### src/mtg_pkg.sv
// package of constants and types for the march test generator
package mtg_pkg;
  // ---------------------------------------------------------------------------
  // counter layout
  // ---------------------------------------------------------------------------
  localparam int unsigned MTG_STAGES    = 4;
  localparam int unsigned MTG_STAGE_W   = 4;
  localparam int unsigned MTG_CNT_W     = MTG_STAGES * MTG_STAGE_W;
  localparam int unsigned MTG_ADDR_W    = 14;
  localparam int unsigned MTG_TOP_ADDR_BIT     = MTG_ADDR_W - 1;
  localparam int unsigned MTG_PATTERN_DATA_BIT = MTG_ADDR_W;
  localparam int unsigned MTG_SEQUENCE_END_BIT = MTG_ADDR_W + 1;
  localparam logic [MTG_CNT_W-1:0] MTG_CNT_RST = 16'h0000;
  typedef enum logic [1:0] {MTG_CLEAR, MTG_MARCH, MTG_DONE} mtg_state_t;
endpackage

### src/mtg_cnt_if.sv
// interface carrying the cascaded counter chain between generator and counters
interface mtg_cnt_if #(
  parameter int unsigned W = 16
);
  logic         en;
  logic [W-1:0] count;
  logic         carry;
  modport ctl (output en, input count, input carry);
  modport cnt (input en, output count, output carry);
endinterface

### src/mtg_counter4.sv
// one synchronous four-bit counter stage with enable and ripple carry
module mtg_counter4
  import mtg_pkg::*;
#(
  parameter int unsigned W = MTG_STAGE_W
) (
  input  wire logic         clk_i,
  input  wire logic         srst_i,
  input  wire logic         en_i,
  output logic [W-1:0]      q_o,
  output logic              carry_o
);
  logic [W-1:0] q_q;
  logic [W-1:0] q_d;
  // next count: advance only when all lower stages carry
  always_comb begin
    q_d = en_i ? q_q + W'(1) : q_q;
  end
  always_ff @(posedge clk_i) begin
    if (srst_i) begin
      q_q <= '0;
    end else begin
      q_q <= q_d;
    end
  end
  assign q_o     = q_q;
  assign carry_o = en_i & (&q_q); // terminal count feeds the next stage
endmodule

### src/mtg_top.sv
// march test generator and checker for a one-bit-wide memory under test
module mtg_top
  import mtg_pkg::*;
#(
  parameter int unsigned ADDR_W = MTG_ADDR_W
) (
  input  wire logic              clk_i,
  input  wire logic              srst_i,
  input  wire logic              rd_data_i,
  output logic [ADDR_W-1:0]      mem_addr_o,
  output logic                   mem_we_o,
  output logic                   mem_wdata_o,
  output logic                   mem_re_o,
  output logic                   fail_o,
  output logic [ADDR_W-1:0]      fail_addr_o,
  output logic                   fail_sticky_o,
  output logic                   done_o
);
  // ---------------------------------------------------------------------------
  // counter chain
  // ---------------------------------------------------------------------------
  mtg_cnt_if #(.W(MTG_CNT_W)) cnt_bus ();
  logic [MTG_STAGES:0] carry_chain;
  assign carry_chain[0] = cnt_bus.en;
  // four stages advance as one wide binary counter
  for (genvar g = 0; g < MTG_STAGES; g++) begin : g_stage
    mtg_counter4 #(.W(MTG_STAGE_W)) u_stage (
      .clk_i   (clk_i),
      .srst_i  (srst_i),
      .en_i    (carry_chain[g]),
      .q_o     (cnt_bus.count[g*MTG_STAGE_W +: MTG_STAGE_W]),
      .carry_o (carry_chain[g+1])
    );
  end
  assign cnt_bus.carry = carry_chain[MTG_STAGES];

  // ---------------------------------------------------------------------------
  // sequencing
  // ---------------------------------------------------------------------------
  mtg_state_t  state_q;
  mtg_state_t  state_d;
  logic        phase_q; // low: read slot, high: write slot
  logic        phase_d;
  logic        pattern;
  logic        seq_end;
  logic [ADDR_W-1:0] addr;

  assign addr    = cnt_bus.count[ADDR_W-1:0];
  assign pattern = cnt_bus.count[MTG_PATTERN_DATA_BIT];
  // end once the end bit is set and the chain carries out of the top address bit;
  // the low stages' carry alone would stop pass two early, at a quarter of the range
  assign seq_end = cnt_bus.count[MTG_SEQUENCE_END_BIT] & carry_chain[MTG_STAGES-1] &
                   (&cnt_bus.count[MTG_PATTERN_DATA_BIT-1:MTG_CNT_W-MTG_STAGE_W]);

  // clearing steps every cycle, marching every second cycle
  always_comb begin
    state_d    = state_q;
    phase_d    = phase_q;
    cnt_bus.en = 1'b0;
    case (state_q)
      MTG_CLEAR: begin
        cnt_bus.en = 1'b1;
        if (&addr) begin
          state_d = MTG_MARCH;
        end
      end
      MTG_MARCH: begin
        phase_d    = ~phase_q;
        cnt_bus.en = phase_q;
        if (phase_q && seq_end) begin
          state_d = MTG_DONE;
        end
      end
      MTG_DONE: begin
        cnt_bus.en = 1'b0;
      end
      default: begin
        state_d = MTG_DONE;
      end
    endcase
  end
  always_ff @(posedge clk_i) begin
    if (srst_i) begin
      state_q <= MTG_CLEAR;
      phase_q <= 1'b0;
    end else begin
      state_q <= state_d;
      phase_q <= phase_d;
    end
  end

  // ---------------------------------------------------------------------------
  // memory drive, registered
  // ---------------------------------------------------------------------------
  logic [ADDR_W-1:0] addr_q, addr_d;
  logic we_q, we_d, re_q, re_d, wd_q, wd_d, exp_q, exp_d;
  // pattern is high in pass one and low in pass two: it is the write value
  always_comb begin
    addr_d = addr;
    we_d   = 1'b0;
    re_d   = 1'b0;
    wd_d   = 1'b0;
    exp_d  = exp_q;
    case (state_q)
      MTG_CLEAR: begin
        we_d = 1'b1;
        wd_d = 1'b0;
      end
      MTG_MARCH: begin
        re_d  = ~phase_q;
        we_d  = phase_q;
        wd_d  = pattern;
        exp_d = ~pattern;
      end
      default: begin
        addr_d = addr_q;
      end
    endcase
  end
  always_ff @(posedge clk_i) begin
    if (srst_i) begin
      addr_q <= '0;
      we_q   <= 1'b0;
      re_q   <= 1'b0;
      wd_q   <= 1'b0;
      exp_q  <= 1'b0;
    end else begin
      addr_q <= addr_d;
      we_q   <= we_d;
      re_q   <= re_d;
      wd_q   <= wd_d;
      exp_q  <= exp_d;
    end
  end
  assign mem_addr_o  = addr_q;
  assign mem_we_o    = we_q;
  assign mem_re_o    = re_q;
  assign mem_wdata_o = wd_q;

  // ---------------------------------------------------------------------------
  // checker: read data is sampled the cycle after the read strobe
  // ---------------------------------------------------------------------------
  logic              fail_q, fail_d, sticky_q, sticky_d, done_q, done_d;
  logic              chk_q, chk_d; // read answer due at this edge
  logic [ADDR_W-1:0] faddr_q, faddr_d;
  // the memory registers its answer, so the compare trails the strobe by one cycle;
  // address and expected value still hold the read's values in the write slot
  always_comb begin
    chk_d    = re_q;
    fail_d   = chk_q & (rd_data_i != exp_q);
    faddr_d  = chk_q ? addr_q : faddr_q;
    sticky_d = sticky_q | fail_d;
    done_d   = (state_q == MTG_DONE);
  end
  always_ff @(posedge clk_i) begin
    if (srst_i) begin
      chk_q    <= 1'b0;
      fail_q   <= 1'b0;
      faddr_q  <= '0;
      sticky_q <= 1'b0;
      done_q   <= 1'b0;
    end else begin
      chk_q    <= chk_d;
      fail_q   <= fail_d;
      faddr_q  <= faddr_d;
      sticky_q <= sticky_d;
      done_q   <= done_d;
    end
  end
  assign fail_o        = fail_q;
  assign fail_addr_o   = faddr_q;
  assign fail_sticky_o = sticky_q;
  assign done_o        = done_q;

  // ---------------------------------------------------------------------------
  // operation tally, held against the run length at the end
  // ---------------------------------------------------------------------------
  localparam int unsigned       OPS_W     = ADDR_W + 3;
  localparam logic [OPS_W-1:0] OPS_TOTAL = OPS_W'(5 * (2 ** ADDR_W));
  logic [OPS_W-1:0] ops_q;
  logic [OPS_W-1:0] ops_d;
  // every strobe counts once; a slot that issues nothing shows up as a short total
  always_comb begin
    ops_d = ops_q + OPS_W'(mem_we_o | mem_re_o);
  end
  always_ff @(posedge clk_i) begin
    if (srst_i) begin
      ops_q <= '0;
    end else begin
      ops_q <= ops_d;
    end
  end

  // ---------------------------------------------------------------------------
  // assertions
  // ---------------------------------------------------------------------------
  a_clear_writes_zero: assert property (@(posedge clk_i) disable iff (srst_i)
    $past(state_q == MTG_CLEAR) && !$past(srst_i) |-> mem_we_o && !mem_wdata_o)
    else $error("clearing did not write zero");
  a_read_then_write: assert property (@(posedge clk_i) disable iff (srst_i)
    mem_re_o |=> mem_we_o && (mem_addr_o == $past(mem_addr_o)))
    else $error("read not followed by write at same address");
  a_write_inverts_exp: assert property (@(posedge clk_i) disable iff (srst_i)
    mem_re_o |=> mem_wdata_o == !$past(exp_q))
    else $error("march write not inverse of expected");
  a_fail_on_mismatch: assert property (@(posedge clk_i) disable iff (srst_i)
    chk_q && (rd_data_i != exp_q) |=> fail_o && fail_addr_o == $past(addr_q))
    else $error("mismatch not flagged with address");
  a_total_ops: assert property (@(posedge clk_i) disable iff (srst_i)
    $rose(done_o) |-> ops_q == OPS_TOTAL)
    else $error("sequence length is not five operations per address");
  a_no_ops_when_done: assert property (@(posedge clk_i) disable iff (srst_i)
    done_o |-> !mem_we_o && !mem_re_o)
    else $error("memory operation after done");
  a_sticky_holds: assert property (@(posedge clk_i) disable iff (srst_i)
    fail_sticky_o |=> fail_sticky_o)
    else $error("sticky fail dropped");
  a_march_slot_len: assert property (@(posedge clk_i) disable iff (srst_i)
    state_q == MTG_MARCH && !phase_q |=> $stable(addr))
    else $error("march address held less than two steps");
  a_clear_advances: assert property (@(posedge clk_i) disable iff (srst_i)
    state_q == MTG_CLEAR && !(&addr) |=> addr == $past(addr) + 1'b1)
    else $error("clear pass did not step address");
endmodule

### config.mk
export PLATFORM = sky130hd
export DESIGN_NAME = mtg_top
export DESIGN_NICKNAME = d
export VERILOG_FILES = /design/src/mtg_pkg.sv /design/src/mtg_cnt_if.sv /design/src/mtg_counter4.sv /design/src/mtg_top.sv
export SDC_FILE = /design/constraint.sdc
export NUM_CORES = 1
export LEC_CHECK = 0
export ABC_CLOCK_PERIOD_IN_PS = 2100
export BUFFER_PORTS_ARGS = -buffer_cell sky130_fd_sc_hd__buf_2
export CORE_UTILIZATION = 54
export CTS_CLUSTER_DIAMETER = 30
export DETAILED_ROUTE_END_ITERATION = 10
export PLACE_DENSITY = 0.87
export RECOVER_POWER = 50
export REMOVE_ABC_BUFFERS = 1
export SYNTH_ARGS = -nofsm -noshare
export SYNTH_HDL_FRONTEND = slang
export SYNTH_SLANG_ARGS = --single-unit
### constraint.sdc
create_clock -name clk_i -period 2.1 [get_ports clk_i]
set_clock_uncertainty 0.05 [all_clocks]
set_input_delay 0.21 -clock clk_i [delete_from_list [all_inputs] [get_ports clk_i]]
set_output_delay 0.21 -clock clk_i [all_outputs]
set_load 0.01 [all_outputs]
==> reports/results.txt <==
layout cell share with drive strength beyond 1 -> 7.692%
routed wire length per instance -> 12.82 um
# rows -> 22
die height -> 64.43 um
Critical path buffers and inverters -> 0
via-per-instance ratio -> 5.224
cell area after layout -> 0.002402 sq mm
Placement Setup Slack -> 0.2184 ns
Syn Area/Cell -> 10.02 sq um
endpoints failing setup -> 0
Min Hold Slack -> 0.2117 ns
number of clock sinks -> 55
GRT Residual Overflow -> 0
Post-Syn Area -> 0.002105 sq mm
Placer Congestion -> 0.7965
Crit path largest cell delay -> 0.41 ns
vias post-DR -> 1541
CP Launch Type -> flip-flop
CP Cell Sequence -> ha_1 -> nand3_2 -> or3_4 -> nor3_1 -> mux2_1
Period minus WS final -> 1.947 ns
reg2reg end -> g_stage[3].u_stage.q_o[3]
Iter 0 DRT Violations -> 75
Layout fillers -> 326
Yosys reg bits -> 55
Critical Path RT -> 2.25 ns
class of the worst hold path -> in -> reg
Worst path depth -> 5
RSZ-0062 raised after global routing -> no
crit path from -> g_stage[0].u_stage.q_o[1]
Slew Viols, Final -> 0
Area growth syn-to-layout -> 14.15%
f_max -> 513.7 MHz
Clock Latency Late Sink -> 0.31 ns
Num CTS Buffers -> 5
IO buf count -> 36
Placed Cells -> 287
Max transition margin -> 24.39%
Root Driver -> clkbuf_8
final hold vios -> 0
dpl hpwl -> 2.611 mm
largest net degree at the start of global routing -> 29
post-layout net count -> 253
P per Cell Area -> 755.3 mW/mm^2
worst setup margin -> 0.1532 ns
Top FF cell, synth -> dfxtp_1
Synth top cells by count -> 55 x dfxtp_1, 44 x nor2_1, 30 x mux2i_1
first-pass GRT wire length -> 6.065 mm
count leader, synth -> dfxtp_1
post-synth top area share -> 52.32%
Min-Delay Startpoint -> rd_data_i
reg2reg setup slack -> 0.15 ns
crit path max-delay cell type -> or3_4
max cap viols -> 0
final WL -> 3.782 mm
worst slew pin tran -> 1.134 ns
hold endpoint -> fail_o
family with the most delay on the worst path -> simple AND/OR/NAND/NOR gates
Worst Setup End Kind -> flip-flop
CTS clk-pin slew, worst paths -> 0.10 ns
total die area -> 0.004151 sq mm
Routed Antenna Nets -> 0
arrival time worst endpoint -> 2.10 ns
post-synth top area cell -> dfxtp_1
status -> finished clean
Leak -> 0.8421 nW
# diodes -> 0
Peak VDD IR -> 0.5669 mV
yosys warns -> 0
Post-synth EDFFs -> 0
post-route clock period utilization -> 92.71%
DRT Pass-1 Iters -> 4
Gate Count Post-Synth -> 210
dpl cell area -> 0.002332 sq mm
Hold Buf Count CTS -> 0
hold depth -> 3
TNS Setup -> 0 ns
sequential-to-total area share from yosys stat -> 52.32%
core area -> 0.003689 sq mm
# DRC -> 0
Final Power -> 1.814 mW
Worst R2R Start -> g_stage[0].u_stage.q_o[1]
Resized cells post-CTS -> 0
gr usage total -> 18.89%
Die W -> 64.43 um
initial antenna violation count -> 0
Post-CTS Setup Bufs -> 0
Worst R2R Path Depth -> 5
Final Non-Filler Cells -> 295
post-layout util -> 65.13%
crit-path max FO -> 6
H-tree depth -> 2
Max clock buf depth -> 2
vias in the first global route -> 1373
Starting Density -> 57.06%
num ports -> 37
Setup CP Type -> reg -> reg
CTS tree -> done
Post-synth ARST share -> 0%
Netlist cell types -> 32
largest cells by area after synthesis -> dfxtp_1 52%, mux2i_1 14%, nor2_1 7.8%
## sequential cells by signal, indices dropped and copies added, names as in the netlist
register and cells:
chk_q 1, fail_o 1, mem_wdata_o 1, done_o 1
state_q 2, fail_sticky_o 1, g_stage.u_stage.q_o 16, phase_q 1
exp_q 1, mem_we_o 1, mem_re_o 1, fail_addr_o 14
mem_addr_o 14
## per-layer routing
layer / track usage (%) / part of all wire [%] / wire (um)
met5: 0 / 0 / 0
met4: 6.667 / 1.2 / 44
met3: 4.754 / 4.1 / 154
met2: 32.24 / 47 / 1763
met1: 22.97 / 48 / 1818
## final cells by class
cell class	instances	area [sq um]	share of cell area, %
multi-input combinational	139	938.4	39.06
clock buffer	6	82.58	3.438
timing repair buffer	41	170.2	7.083
clock inverter	2	35.03	1.458
tap	48	60.06	2.500
inverter	4	15.01	0.6250
sequential	55	1101	45.83
## cells by family (layout without fill, tap and decap cells)
| group | Yosys count | after routing | synth area share (%) |
|---|---|---|---|
| and+or+nand+nor | 81 | 81 | 19.74 |
| DFF | 55 | 55 | 52.32 |
| muxes | 31 | 31 | 14.80 |
| buffers and inverters | 16 | 53 | 3.091 |
| AOI/OAI and AO/OA | 14 | 14 | 3.924 |
| xor gates and xnor gates | 9 | 9 | 3.746 |
| adders and majority gates | 4 | 4 | 2.378 |
## how the worst max path moves through the flow
stage                                      to  slack, ns
finish              g_stage[3].u_stage.q_o[3]       0.15
global route        g_stage[3].u_stage.q_o[3]       0.07
CTS                 g_stage[3].u_stage.q_o[3]       0.13
detailed placement  g_stage[3].u_stage.q_o[3]       0.22
global placement    g_stage[3].u_stage.q_o[3]       0.26
floorplan           g_stage[3].u_stage.q_o[3]       0.23
## layout by cell type, fill, tap and decap left out, drive strengths merged, types with 4 or more instances in the layout
| cell | instances |
|---|---|
| nor2b | 4 |
| nor2 | 44 |
| nand3 | 10 |
| inv | 4 |
| ha | 4 |
| dfxtp | 55 |
| clkbuf | 42 |
| buf | 5 |
| nor3 | 5 |
| a21oi | 5 |
| mux2i | 30 |
| nor4 | 5 |
| xnor2 | 8 |
| o21ai | 4 |
## worst min-delay path, stage by stage
cell,delay (ns)
buf_2,0.08
xor2_1,0.05
and3_1,0.18
## power breakdown
part           switching (mW)  internal (mW)
combinational          0.0291         0.0142
clock                   0.325          0.386
sequential            0.00830           1.05
Power figures use the tool's default switching activity.
